==> src/rtl/rse_pkg.sv <==
// rse_pkg: shared constants, carriers and enums for the rotate,
// subtract and exchange execution group.
// assumes an 8-bit accumulator core with 16-bit program counter.
package rse_pkg;

    // datapath widths
    localparam int DATA_W = 8;
    localparam int PC_W   = 16;
    localparam int NIB_W  = 4;

    // one-byte and first-byte opcodes
    localparam logic [7:0] OPC_ROT_RIGHT      = 8'h03;
    localparam logic [7:0] OPC_ROT_RIGHT_CY   = 8'h13;
    localparam logic [7:0] OPC_SET_CARRY      = 8'hd3;
    localparam logic [7:0] OPC_SET_BIT        = 8'hd2;
    localparam logic [7:0] OPC_SHORT_JUMP     = 8'h80;
    localparam logic [7:0] OPC_SUB_DIRECT     = 8'h95;
    localparam logic [7:0] OPC_SUB_IMMED      = 8'h94;
    localparam logic [6:0] OPC_SUB_INDIR_HI   = 7'h4b;
    localparam logic [4:0] OPC_SUB_REG_HI     = 5'h13;
    localparam logic [7:0] OPC_NIBBLE_SWAP    = 8'hc4;
    localparam logic [4:0] OPC_XCH_REG_HI     = 5'h19;
    localparam logic [7:0] OPC_XCH_DIRECT     = 8'hc5;
    localparam logic [6:0] OPC_XCH_INDIR_HI   = 7'h63;

    // short jump advances the counter by the instruction length first
    localparam logic [15:0] JUMP_LEN = 16'h0002;

    // reset values
    localparam logic [7:0] ACC_RST = 8'h00;

    // ram address layout: bank in bits 4-3, register in bits 2-0
    localparam int REG_SEL_W = 3;
    localparam int BANK_W    = 2;

    typedef struct packed {
        logic [7:0] opcode;
        logic [7:0] operand;   // second byte, ignored by one-byte forms
    } rse_instr_s;

    typedef struct packed {
        logic cy;
        logic ac;
        logic ov;
    } rse_flags_s;

    typedef struct packed {
        logic       rd_en;
        logic       wr_en;
        logic [7:0] addr;
        logic [7:0] wr_data;
    } rse_ram_req_s;

    typedef enum logic [3:0] {
        OP_NONE, OP_ROTR, OP_ROTRC, OP_SETC, OP_SET_BIT_OP,
        OP_SHORT_RELATIVE_JUMP, OP_SUBTRACT_WITH_BORROW, OP_XCH, OP_SWAP
    } rse_op_e;

    typedef enum logic [2:0] {
        M_NONE, M_REG, M_DIR, M_IND, M_IMM
    } rse_mode_e;

    typedef enum logic [2:0] {
        S_IDLE, S_PTR_ADR, S_PTR_DAT, S_OPN_ADR, S_OPN_DAT, S_JMP
    } rse_state_e;

endpackage : rse_pkg

==> src/rtl/rse_exec.sv <==
// rse_exec: executes the rotate, set-bit, short jump, subtract with
// borrow, nibble swap and exchange group of an 8-bit core.
// assumes fetch presents whole instructions, pc_cur holds the address
// of the instruction while it runs, and ram answers one cycle after a read.
`timescale 1ns/100ps
`default_nettype none
module rse_exec (
    // clock and reset
    input  wire logic                 mclk,
    input  wire logic                 rst,
    // instruction from fetch
    input  wire logic                 instr_valid,
    output logic                      instr_ready,
    input  wire rse_pkg::rse_instr_s  instr,
    input  wire logic [15:0]          pc_cur,
    input  wire logic [1:0]           rbank,
    // architectural state
    output logic [7:0]                acc,
    output rse_pkg::rse_flags_s       flags,
    // internal ram
    output rse_pkg::rse_ram_req_s     ram_req,
    input  wire logic [7:0]           ram_rd_data,
    // bit space and program counter
    output logic                      bit_wr_en,
    output logic [7:0]                bit_addr,
    output logic                      pc_load,
    output logic [15:0]               pc_target,
    output logic                      exec_done
);

    rse_pkg::rse_state_e   state_r, state_nxt;
    rse_pkg::rse_op_e      op_r, op_nxt, dec_op;
    rse_pkg::rse_mode_e    dec_mode;
    logic [7:0]            acc_r, acc_nxt;
    rse_pkg::rse_flags_s   flags_r, flags_nxt;
    rse_pkg::rse_ram_req_s ram_req_r, ram_req_nxt;
    logic                  bit_wr_r, bit_wr_nxt;
    logic [7:0]            bit_addr_r, bit_addr_nxt;
    logic                  pc_load_r, pc_load_nxt;
    logic [15:0]           pc_target_r, pc_target_nxt;
    logic                  done_r, done_nxt;
    logic [7:0]            reg_addr_w, ptr_addr_w;
    logic [7:0]            sub_b_w, sub_diff_w, rot_acc_w;
    rse_pkg::rse_flags_s   sub_flags_w;
    logic                  rot_cy_w;
    logic                  accept_w;

    // ready only while no instruction is in flight
    assign instr_ready = (state_r == rse_pkg::S_IDLE);
    assign accept_w    = instr_valid && instr_ready;

    // register-bank addresses for Rn and the Ri pointer
    assign reg_addr_w = {3'h0, rbank, instr.opcode[2:0]};
    assign ptr_addr_w = {3'h0, rbank, 2'h0, instr.opcode[0]};

    // classify the opcode into operation and addressing mode
    always_comb begin
        dec_op   = rse_pkg::OP_NONE;
        dec_mode = rse_pkg::M_NONE;
        if (instr.opcode == rse_pkg::OPC_ROT_RIGHT) begin
            dec_op = rse_pkg::OP_ROTR;
        end else if (instr.opcode == rse_pkg::OPC_ROT_RIGHT_CY) begin
            dec_op = rse_pkg::OP_ROTRC;
        end else if (instr.opcode == rse_pkg::OPC_SET_CARRY) begin
            dec_op = rse_pkg::OP_SETC;
        end else if (instr.opcode == rse_pkg::OPC_SET_BIT) begin
            dec_op = rse_pkg::OP_SET_BIT_OP;
        end else if (instr.opcode == rse_pkg::OPC_SHORT_JUMP) begin
            dec_op = rse_pkg::OP_SHORT_RELATIVE_JUMP;
        end else if (instr.opcode == rse_pkg::OPC_NIBBLE_SWAP) begin
            dec_op = rse_pkg::OP_SWAP;
        end else if (instr.opcode == rse_pkg::OPC_SUB_DIRECT) begin
            dec_op   = rse_pkg::OP_SUBTRACT_WITH_BORROW;
            dec_mode = rse_pkg::M_DIR;
        end else if (instr.opcode == rse_pkg::OPC_SUB_IMMED) begin
            dec_op   = rse_pkg::OP_SUBTRACT_WITH_BORROW;
            dec_mode = rse_pkg::M_IMM;
        end else if (instr.opcode[7:1] == rse_pkg::OPC_SUB_INDIR_HI) begin
            dec_op   = rse_pkg::OP_SUBTRACT_WITH_BORROW;
            dec_mode = rse_pkg::M_IND;
        end else if (instr.opcode[7:3] == rse_pkg::OPC_SUB_REG_HI) begin
            dec_op   = rse_pkg::OP_SUBTRACT_WITH_BORROW;
            dec_mode = rse_pkg::M_REG;
        end else if (instr.opcode[7:3] == rse_pkg::OPC_XCH_REG_HI) begin
            dec_op   = rse_pkg::OP_XCH;
            dec_mode = rse_pkg::M_REG;
        end else if (instr.opcode == rse_pkg::OPC_XCH_DIRECT) begin
            dec_op   = rse_pkg::OP_XCH;
            dec_mode = rse_pkg::M_DIR;
        end else if (instr.opcode[7:1] == rse_pkg::OPC_XCH_INDIR_HI) begin
            dec_op   = rse_pkg::OP_XCH;
            dec_mode = rse_pkg::M_IND;
        end
    end

    // subtract source: fetched byte, or immediate data byte
    assign sub_b_w = (state_r == rse_pkg::S_OPN_DAT) ? ram_rd_data
                                                     : instr.operand;

    // borrow subtractor
    rse_sub_borrow #(
        .W      (rse_pkg::DATA_W)
    ) u_sub (
        .a      (acc_r),
        .b      (sub_b_w),
        .cin    (flags_r.cy),
        .diff   (sub_diff_w),
        .flags  (sub_flags_w)
    );

    // rotate and swap unit
    rse_rotate_unit u_rot (
        .acc_in  (acc_r),
        .cy_in   (flags_r.cy),
        .op      (dec_op),
        .acc_out (rot_acc_w),
        .cy_out  (rot_cy_w)
    );

    // sequencer next state and datapath next values
    always_comb begin
        state_nxt     = state_r;
        op_nxt        = op_r;
        acc_nxt       = acc_r;
        flags_nxt     = flags_r;
        ram_req_nxt   = ram_req_r;
        ram_req_nxt.rd_en = 1'b0;
        ram_req_nxt.wr_en = 1'b0;
        bit_wr_nxt    = 1'b0;
        bit_addr_nxt  = bit_addr_r;
        pc_load_nxt   = 1'b0;
        pc_target_nxt = pc_target_r;
        done_nxt      = 1'b0;
        case (state_r)
            rse_pkg::S_IDLE: begin
                if (accept_w) begin
                    op_nxt = dec_op;
                    case (dec_op)
                        rse_pkg::OP_ROTR, rse_pkg::OP_SWAP: begin
                            acc_nxt  = rot_acc_w;
                            done_nxt = 1'b1;
                        end
                        rse_pkg::OP_ROTRC: begin
                            acc_nxt      = rot_acc_w;
                            flags_nxt.cy = rot_cy_w;
                            done_nxt     = 1'b1;
                        end
                        rse_pkg::OP_SETC: begin
                            flags_nxt.cy = 1'b1;
                            done_nxt     = 1'b1;
                        end
                        rse_pkg::OP_SET_BIT_OP: begin
                            bit_wr_nxt   = 1'b1;
                            bit_addr_nxt = instr.operand;
                            done_nxt     = 1'b1;
                        end
                        rse_pkg::OP_SHORT_RELATIVE_JUMP: begin
                            pc_target_nxt = pc_cur + rse_pkg::JUMP_LEN
                                + {{8{instr.operand[7]}}, instr.operand};
                            state_nxt     = rse_pkg::S_JMP;
                        end
                        rse_pkg::OP_SUBTRACT_WITH_BORROW, rse_pkg::OP_XCH: begin
                            case (dec_mode)
                                rse_pkg::M_IMM: begin
                                    acc_nxt   = sub_diff_w;
                                    flags_nxt = sub_flags_w;
                                    done_nxt  = 1'b1;
                                end
                                rse_pkg::M_REG: begin
                                    ram_req_nxt.rd_en = 1'b1;
                                    ram_req_nxt.addr  = reg_addr_w;
                                    state_nxt = rse_pkg::S_OPN_ADR;
                                end
                                rse_pkg::M_DIR: begin
                                    ram_req_nxt.rd_en = 1'b1;
                                    ram_req_nxt.addr  = instr.operand;
                                    state_nxt = rse_pkg::S_OPN_ADR;
                                end
                                rse_pkg::M_IND: begin
                                    ram_req_nxt.rd_en = 1'b1;
                                    ram_req_nxt.addr  = ptr_addr_w;
                                    state_nxt = rse_pkg::S_PTR_ADR;
                                end
                                default: begin
                                    done_nxt = 1'b1;
                                end
                            endcase
                        end
                        default: begin
                            done_nxt = 1'b1;                          // unknown opcode: no effect
                        end
                    endcase
                end
            end
            rse_pkg::S_PTR_ADR: begin
                state_nxt = rse_pkg::S_PTR_DAT;                       // ram sees pointer read
            end
            rse_pkg::S_PTR_DAT: begin
                ram_req_nxt.rd_en = 1'b1;
                ram_req_nxt.addr  = ram_rd_data;
                state_nxt         = rse_pkg::S_OPN_ADR;
            end
            rse_pkg::S_OPN_ADR: begin
                state_nxt = rse_pkg::S_OPN_DAT;                       // ram sees operand read
            end
            rse_pkg::S_OPN_DAT: begin
                if (op_r == rse_pkg::OP_XCH) begin
                    acc_nxt             = ram_rd_data;
                    ram_req_nxt.wr_en   = 1'b1;
                    ram_req_nxt.wr_data = acc_r;
                end else begin
                    acc_nxt   = sub_diff_w;
                    flags_nxt = sub_flags_w;
                end
                done_nxt  = 1'b1;
                state_nxt = rse_pkg::S_IDLE;
            end
            rse_pkg::S_JMP: begin
                pc_load_nxt = 1'b1;
                done_nxt    = 1'b1;
                state_nxt   = rse_pkg::S_IDLE;
            end
            default: begin
                state_nxt = rse_pkg::S_IDLE;
            end
        endcase
    end

    // register sequencer and datapath state
    always_ff @(posedge mclk) begin
        if (rst) begin
            state_r     <= rse_pkg::S_IDLE;
            op_r        <= rse_pkg::OP_NONE;
            acc_r       <= rse_pkg::ACC_RST;
            flags_r     <= '0;
            ram_req_r   <= '0;
            bit_wr_r    <= 1'b0;
            bit_addr_r  <= 8'h00;
            pc_load_r   <= 1'b0;
            pc_target_r <= 16'h0000;
            done_r      <= 1'b0;
        end else begin
            state_r     <= state_nxt;
            op_r        <= op_nxt;
            acc_r       <= acc_nxt;
            flags_r     <= flags_nxt;
            ram_req_r   <= ram_req_nxt;
            bit_wr_r    <= bit_wr_nxt;
            bit_addr_r  <= bit_addr_nxt;
            pc_load_r   <= pc_load_nxt;
            pc_target_r <= pc_target_nxt;
            done_r      <= done_nxt;
        end
    end

    // registered outputs
    assign acc       = acc_r;
    assign flags     = flags_r;
    assign ram_req   = ram_req_r;
    assign bit_wr_en = bit_wr_r;
    assign bit_addr  = bit_addr_r;
    assign pc_load   = pc_load_r;
    assign pc_target = pc_target_r;
    assign exec_done = done_r;

endmodule : rse_exec
`default_nettype wire

==> src/rtl/rse_rotate_unit.sv <==
// rse_rotate_unit: accumulator rotate-right, rotate through carry and
// nibble swap, purely combinational.
// assumes the caller registers the result and owns the carry flag.
`timescale 1ns/100ps
`default_nettype none
module rse_rotate_unit (
    // operands
    input  wire logic [7:0]     acc_in,
    input  wire logic           cy_in,
    input  wire rse_pkg::rse_op_e op,
    // results
    output logic [7:0]          acc_out,
    output logic                cy_out
);

    // select shifted accumulator; carry passes unless rotate through carry
    always_comb begin
        acc_out = acc_in;
        cy_out  = cy_in;
        case (op)
            rse_pkg::OP_ROTR: begin
                acc_out = {acc_in[0], acc_in[7:1]};
            end
            rse_pkg::OP_ROTRC: begin
                acc_out = {cy_in, acc_in[7:1]};
                cy_out  = acc_in[0];
            end
            rse_pkg::OP_SWAP: begin
                acc_out = {acc_in[3:0], acc_in[7:4]};
            end
            default: begin
                acc_out = acc_in;
                cy_out  = cy_in;
            end
        endcase
    end

endmodule : rse_rotate_unit
`default_nettype wire

==> src/rtl/rse_sub_borrow.sv <==
// rse_sub_borrow: accumulator minus carry minus operand with borrow
// flags for bits 3, 6 and 7.
// assumes byte operands; combinational.
`timescale 1ns/100ps
`default_nettype none
module rse_sub_borrow #(
    parameter int W = 8
) (
    // operands
    input  wire logic [W-1:0]     a,
    input  wire logic [W-1:0]     b,
    input  wire logic             cin,
    // results
    output logic [W-1:0]          diff,
    output rse_pkg::rse_flags_s   flags
);

    // elaboration check: flag taps need a full byte
    if (W != 8) begin : g_chk
        $error("rse_sub_borrow supports W = 8 only");
    end

    logic [W:0]   full_w;
    logic [4:0]   low_w;
    logic [7:0]   b6_w;

    // three borrow chains sharing one carry-in
    always_comb begin
        full_w = {1'b0, a} - {1'b0, b} - {{W{1'b0}}, cin};
        low_w  = {1'b0, a[3:0]} - {1'b0, b[3:0]} - {4'h0, cin};
        b6_w   = {1'b0, a[6:0]} - {1'b0, b[6:0]} - {7'h00, cin};
        diff     = full_w[W-1:0];
        flags.cy = full_w[W];
        flags.ac = low_w[4];
        flags.ov = b6_w[7] ^ full_w[W];
    end

endmodule : rse_sub_borrow
`default_nettype wire

==> config.mk <==
export PLATFORM = sky130hd
export DESIGN_NAME = rse_exec
export DESIGN_NICKNAME = d
export VERILOG_FILES = /design/src/rtl/rse_pkg.sv /design/src/rtl/rse_exec.sv /design/src/rtl/rse_rotate_unit.sv /design/src/rtl/rse_sub_borrow.sv
export SDC_FILE = /design/constraint.sdc
export NUM_CORES = 1
export LEC_CHECK = 0
export ABC_AREA = 1
export BUFFER_PORTS_ARGS = -buffer_cell sky130_fd_sc_hd__buf_4
export CORE_MARGIN = 10
export CORE_UTILIZATION = 35
export CTS_CLUSTER_SIZE = 30
export DETAILED_ROUTE_END_ITERATION = 8
export SYNTH_ARGS = -nofsm -noshare
export SYNTH_HDL_FRONTEND = slang
export SYNTH_SLANG_ARGS = --single-unit
==> constraint.sdc <==
create_clock -name mclk -period 3.52 [get_ports mclk]
set_input_delay 0 -clock mclk [delete_from_list [all_inputs] [get_ports mclk]]
set_output_delay 0 -clock mclk [all_outputs]
set_load 0.005 [all_outputs]
==> results_dict.tcl, run 1 <==
set metrics [dict create \
    ys_seq_elements 63 \
    grtUsageTotal 0.1644 \
    yosysSeqAreaShare 0.2461 \
    cpMaxStageDelayCell "fa_1" \
    grt_pass1_vias 5028 \
    cp_max_fo 14 \
    crit_top_cell "nand2_1" \
    clk_latency_ns 0.35 \
    max-vdd-ir-drop_v 0.0002239 \
    power_density_nw_per_um2 397.3 \
    fin_hold_ws_ns 0.01061 \
    wirelength_mm 16.55 \
    antenna_found_initial 0 \
    io_buffers 101 \
    holdPathEnd "ram_req[11]" \
    ys.flop_type "dfxtp_1" \
    cp.arrival_ns 3.07 \
    skew_ns 0.009120 \
    synth_top_area_share 0.2461 \
    crit_required_ns 3.77 \
    dp_hpwl_mm 13.17 \
    core_sq_um 14420 \
    combPwrFrac 0.328 \
    dpl.cell_count 1073 \
    fin_crit_sh 0.8015 \
    setup_ws_ns 0.6987 \
    cap_violations 0 \
    avgSynthCellArea_sq_um 6.366 \
    intPower_mw 1.643 \
    routabilityCongestion 0.9141 \
    setup_tns_ns 0 \
    power.switching_uw 892.4 \
    fillCellCount 1563 \
    via_per_inst 4.756 \
    drive_above_1_share 0.1972 \
    nets 999 \
    crit_path_end_kind "flop" \
    layout.cells.non_filler 1097 \
    synth_edf_count 0 \
    worstMarginPinSlew_ns 0.6603 \
    r2r_cells 18 \
    ant_nets 0 \
    drt_iter0_drc 292 \
    reg2reg_to "flags[2]" \
    post-place-ws_ns 0.7315 \
    layout_min_cycle_time_ns 2.821 \
    timing.rr.start "state_r[0]" \
    rsz0062_at_grt "false" \
    worstHoldStart "ram_rd_data[3]" \
    hold_path_depth 5 \
    synth_area_leader_cell "dfxtp_1" \
    via_count 5217 \
    syn_nets 896 \
    p_leak_nw 3.378 \
    wl_per_cell_um 15.09 \
    synth_cells 805 \
    slowest_delay_ns 0.45 \
    slew_headroom 0.5588 \
    num_io_pins 102 \
    finalSetupViolCount 0 \
    grt_remaining_overflow 0 \
    yosysMostFrequentCell "nand2_1" \
    hold_class "in2reg" \
    yosys-top-cells-area "dfxtp_1, nand2_1, ha_1, nor2_1, inv_1" \
    finalHoldViolations 0 \
    synthArstFlopShare 0 \
    clk_pin_slew_ns 0.06 \
    cts-buffers-inserted 9 \
    power.share.switching 0.3519 \
    rrSetupSlack_ns 0.70 \
    syn-cell-area_sq_um 5125 \
    crit_type "reg2reg" \
    die_area_sq_um 19880 \
    antenna_cells 0 \
    pwr-share-seq 0.300 \
    clkPwrFrac 0.373 \
    ys_top_cells_by_count "nand2_1, nor2_1, inv_1" \
    critPathLaunchType "flop" \
    path_cells "nor2_4, nand2_2, nand2_1, o21ai_0, fa_1, fa_1, inv_1, nand2_1, nand2_1, nand2_1, nand2_1, nand2_1, nand2_1, nand2_1, nand2_1, nand2_1, nor2_1, nor2_1" \
    initial_utilization 0.3553 \
    status "completed" \
    cts_resized 0 \
    clockRootBuffer "clkbuf_16" \
    drt_drc_violations_left 0 \
    htreeDepth 3 \
    cts_sinks 63 \
    grt_pass1_wl_mm 26.37 \
    dieWidth_um 141.0 \
    clk_path_buf_depth 2 \
    tritoncts "built" \
    yosysWarnings 0 \
    grt_max_degree 31 \
    die_height_um 141.0 \
    slew_violations 0 \
    max_freq_mhz 354.4 \
    rows 44 \
    synth_cell_types 41 \
    synthToLayoutAreaGrowth_pct 24.54 \
    first_pass_iters 5 \
]
power by group through the flow:
stage / Clock [mW] / Sequential, mW / Combinational, mW
global route: 0.998 / 0.764 / 0.948
CTS: 0.967 / 0.761 / 0.831
finish: 0.945 / 0.760 / 0.831
detailed placement: 0 / 0.776 / 0.820
floorplan: 0 / 0.772 / 0.587
global placement: 0 / 0.776 / 0.821
cells in the final DEF, fill, tap and decap left out, types with 2 or more instances in the layout:
master / n
buf_4: 103
dlygate4sd3_1: 8
a22oi_1: 3
nand3_1: 62
inv_2: 18
nand3b_1: 2
clkbuf_8: 2
ha_1: 43
nand3_4: 2
xnor2_1: 3
nand3_2: 2
nor2_1: 106
o21ai_1: 8
o211ai_1: 6
fa_1: 3
o21ai_0: 37
nor2_4: 7
or2_2: 3
nand2_1: 213
nor3_1: 8
nand2_2: 10
xor2_1: 7
dfxtp_1: 63
o21a_1: 3
clkinvlp_4: 2
a21oi_2: 2
a211oi_1: 2
nand4_1: 10
a21oi_1: 44
nand2_4: 6
nor2_2: 6
clkbuf_16: 9
inv_1: 97
inv_4: 2
state kept, by name, indices dropped and copies added, names as in the netlist:
signal / count
bit_wr_en: 1
state_r: 3
flags: 3
exec_done: 1
pc_target: 16
ram_req: 18
op_r: 4
bit_addr: 8
acc: 8
pc_load: 1
repair_timing:
item,in CTS,in global routing
setup buffers,0,0
endpoints found under the hold margin,8,0
hold buffers,8,0
worst max path at each step:
| stage | startpoint | end | slack (ns) | cells after the start |
|---|---|---|---|---|
| after floorplan | state_r[0] | flags[2] | 0.78 | 19 |
| final | state_r[0] | flags[2] | 0.70 | 18 |
| after CTS | state_r[0] | flags[2] | 0.73 | 18 |
| after detailed placement | state_r[0] | flags[2] | 0.73 | 18 |
| after global placement | state_r[0] | flags[2] | 0.80 | 18 |
| after global routing | state_r[0] | flags[2] | 0.39 | 18 |
final cells by class:
| cell class | instances | area [sq um] | share of cell area |
|---|---|---|---|
| clock inverters | 4 | 53.80 | 0.008430 |
| clock buffers | 12 | 256.5 | 0.04019 |
| multi-input cells | 606 | 3283 | 0.5144 |
| repair buffers | 111 | 853.3 | 0.1337 |
| inverters | 117 | 444.2 | 0.06959 |
| well taps | 184 | 230.2 | 0.03607 |
| flip-flops and latches | 63 | 1261 | 0.1976 |
kinds of logic (layout without fill, tap and decap cells):
family	after synthesis	after routing	synth area share
buffers and inverters	136	244	0.1133
and+or+nand+nor	439	439	0.3855
DFF	63	63	0.2461
adders and majority gates	46	46	0.1167
xor gates and xnor gates	10	10	0.01709
AOI/OAI and AO/OA	111	111	0.1213
routing by layer:
| metal | up-vias | routed length, um | global-route usage |
|---|---|---|---|
| li1 | 2776 | - | - |
| met1 | 2305 | 7327 | 0.1968 |
| met2 | 119 | 8021 | 0.2793 |
| met3 | 17 | 959 | 0.04703 |
| met4 | 0 | 242 | 0.04565 |
| met5 | - | 0 | 0 |
worst max-delay path, delay by kind of cell (launching register included):
kind,cells,cell delay [ns]
DFF,1,0.38
AOI/OAI and AO/OA,1,0.13
and+or+nand+nor,14,1.26
buffers and inverters,1,0.07
adders and majority gates,2,0.89
stage by stage:
stage | util | power, mW | cell area, sq um
3_5_place_dp | 0.4154 | 1.596 | 5992
3_3_place_gp | 0.4154 | 1.597 | 5992
4_1_cts | 0.4425 | 2.560 | 6382
5_1_grt | 0.4425 | 2.710 | 6382
6_report | 0.4425 | 2.536 | 6382
2_1_floorplan | - | 1.359 | 5125
Note: power is estimated with default switching activity, not from simulation.
==> run 2: changes to the inputs <==
--- a/config.mk
+++ b/config.mk
@@ -5,7 +5,7 @@
 export SDC_FILE = /design/constraint.sdc
 export NUM_CORES = 1
 export LEC_CHECK = 0
-export ABC_AREA = 1
+export ABC_AREA = 0
 export BUFFER_PORTS_ARGS = -buffer_cell sky130_fd_sc_hd__buf_4
 export CORE_MARGIN = 10
 export CORE_UTILIZATION = 35
==> constraint.sdc (replaced) <==
create_clock -name mclk -period 2.6 [get_ports mclk]
set_input_delay 0 -clock mclk [delete_from_list [all_inputs] [get_ports mclk]]
set_output_delay 0 -clock mclk [all_outputs]
set_load 0.005 [all_outputs]
==> run 2 against run 1 <==
  * The flow now finishes with violations (setup timing)
  * Flip-flop and latch count stayed put
  * Combinational power grew 9.5%
  * Register-to-register slack worse by 1.1 ns
  * Power increased by 25%
  * Design area up 1.9%
  * Via count down 7.1%
  * Non-clock buffer count is 50 higher
  * Hold slack improved by 0.024 ns
  * Sequential share of layout area fell by 0.34 points
  * Area after synthesis shrank 8.9%
  * Synthesized cell count decreased by 27%
  * Clock skew is 0.0036 ns lower
==> results_dict.tcl, run 2 <==
set metrics [dict create \
    status "finished with violations" \
    violations "setup timing" \
    antenna_cells 0 \
    layout_min_cycle_time_ns 2.985 \
    ys_top_cells_by_count "nand2_1, dfxtp_1, nor2_1" \
    crit_type "reg2reg" \
    slew_violations 0 \
    cap_violations 0 \
    grtUsageTotal 0.1681 \
    largest_reg_flops 18 \
    startpoint "state_r[1]" \
    clk_pin_slew_ns 0.06 \
    cpMaxStageDelayCell "fa_2" \
    ant_nets 0 \
    hold_class "in2reg" \
    finalSetupViolCount 8 \
    finalHoldViolations 0 \
    tritoncts "built" \
    max_freq_mhz 335.0 \
    rsz0062_at_grt "true" \
    ys_seq_elements 63 \
    fin_crit_sh 1.148 \
    grt_pass1_wl_mm 24.87 \
    io_buffers 101 \
    fin_hold_ws_ns 0.03419 \
    via_per_inst 5.348 \
    drt_iter0_drc 207 \
    yosys-top-cells-area "dfxtp_1, ha_1, nand2_1, nor2_1, mux2i_1" \
    core_sq_um 13140 \
    slew_headroom 0.5317 \
    grt_max_degree 60 \
    die_area_sq_um 18370 \
    crit_required_ns 2.87 \
    path_buf_inv 1 \
    antenna_found_initial 0 \
    final_area_sq_um 6506 \
    synth_cell_types 64 \
    cp.arrival_ns 3.26 \
    clk_path_buf_depth 2 \
    critPathTopFamily "simple AND/OR/NAND/NOR gates" \
    power_density_nw_per_um2 487.6 \
    grt_pass1_vias 4749 \
    setup_ws_ns -0.3850 \
    avgSynthCellArea_sq_um 7.916 \
    yosysWarnings 0 \
    path_cells "or3b_4, mux2i_2, fa_2, ha_2, o21ai_4, a211oi_4, buf_4, o31ai_1, or4_1, a31oi_1" \
    wirelength_mm 15.83 \
    cts_sinks 63 \
    first_pass_iters 5 \
    nets 816 \
    p_leak_nw 2.846 \
    yosysSeqAreaShare 0.2700 \
    fillCellCount 1278 \
    via_count 4845 \
    routabilityCongestion 0.9287 \
    initial_utilization 0.3555 \
    num_io_pins 102 \
    placed_area_sq_um 5849 \
    cp_max_fo 3 \
    worstMarginPinSlew_ns 0.7024 \
    wl_per_cell_um 17.47 \
    grt_remaining_overflow 0 \
    layout_common_cells "buf_4, nand2_1, nor2_1" \
    synthArstFlopShare 0 \
    synth_area_leader_cell "dfxtp_1" \
    max-vdd-ir-drop_v 0.0003943 \
    synthToLayoutAreaGrowth_pct 39.30 \
    synth_top_area_share 0.2700 \
    syn_nets 681 \
    drive_above_1_share 0.2904 \
    synth_edf_count 0 \
    crit_path_end_kind "flop" \
    dp_hpwl_mm 12.03 \
    syn-cell-area_sq_um 4671 \
    critPathLaunchType "flop" \
    timing.rr.start "state_r[1]" \
    yosysMostFrequentCell "nand2_1" \
    layout_commonest_cell "buf_4" \
    rows 42 \
    worstHoldStart "ram_rd_data[1]" \
    dieWidth_um 135.5 \
    total_power_mw 3.173 \
    skew_ns 0.005523 \
    clockRootBuffer "clkbuf_16" \
    drt_drc_violations_left 0 \
    die_height_um 135.5 \
    cts-buffers-inserted 9 \
    clk_latency_ns 0.34 \
    ys.flop_type "dfxtp_1" \
    slowest_delay_ns 0.55 \
    synth_cells 590 \
    post-place-ws_ns -0.3514 \
    setup_tns_ns -1.829 \
    htreeDepth 3 \
]
[run 2: path summary, 6_finish.rpt]
check                      end  slack, ns  cells after the start
setup / recovery      flags[0]      -0.39                     10
hold / removal          acc[1]       0.03                      3
setup reg to reg      flags[0]      -0.39                     10
hold reg to reg   pc_target[0]       0.46                      2
[run 2: kinds of logic (layout without fill, tap and decap cells)]
kind of cell    after synthesis  in the layout  share of synthesized area
simple gates                231            231                     0.2427
compound gates              144            144                     0.2140
buf+inv                      67            207                    0.06242
flops                        63             63                     0.2700
fa+ha+maj                    46             46                     0.1280
mux                          21             21                    0.04500
xor+xnor                     18             18                    0.03777
[run 2: layout make-up]
| type | count | area [sq um] | area share |
|---|---|---|---|
| inverters | 30 | 112.6 | 0.01731 |
| flip-flops and latches | 63 | 1264 | 0.1942 |
| well taps | 176 | 220.2 | 0.03385 |
| clock buffers | 10 | 239.0 | 0.03673 |
| clock inverters | 6 | 68.82 | 0.01058 |
| multi-input cells | 460 | 3348 | 0.5146 |
| repair buffers | 161 | 1254 | 0.1927 |
[run 2: report_power, final]
part           internal (mW)  leakage [nW]  switching [mW]
Sequential             0.991         0.510          0.0178
Combinational          0.436          2.19           0.474
Clock                  0.772         0.149           0.482
[run 2: worst min-delay path: stages]
cell and delay, ns:
buf_4 0.11, o211ai_1 0.10, a21oi_1 0.13
[run 2: what timing repair did]
action / CTS / global route
pin swaps: 5 / 18
endpoints found under the setup margin: 8 / 11
resized for setup: 16 / 23
hold buffers: 12 / 0
setup buffers: 1 / 4
cloned: 0 / 0
endpoints found under the hold margin: 12 / 0
[run 2: per-layer routing]
layer	up-vias	global-route usage	share of wire
met2	129	0.2843	0.49
li1	2395	-	-
met3	14	0.05638	0.067
met4	0	0.04187	0.011
met5	-	0	0
met1	2307	0.1997	0.44
[run 2: per-stage QoR]
stage / utilization / cells
global route: 0.4952 / 906
detailed placement: 0.4452 / 874
floorplan: - / 590
finish: 0.4952 / 906
CTS: 0.4839 / 903
global placement: 0.4452 / 874
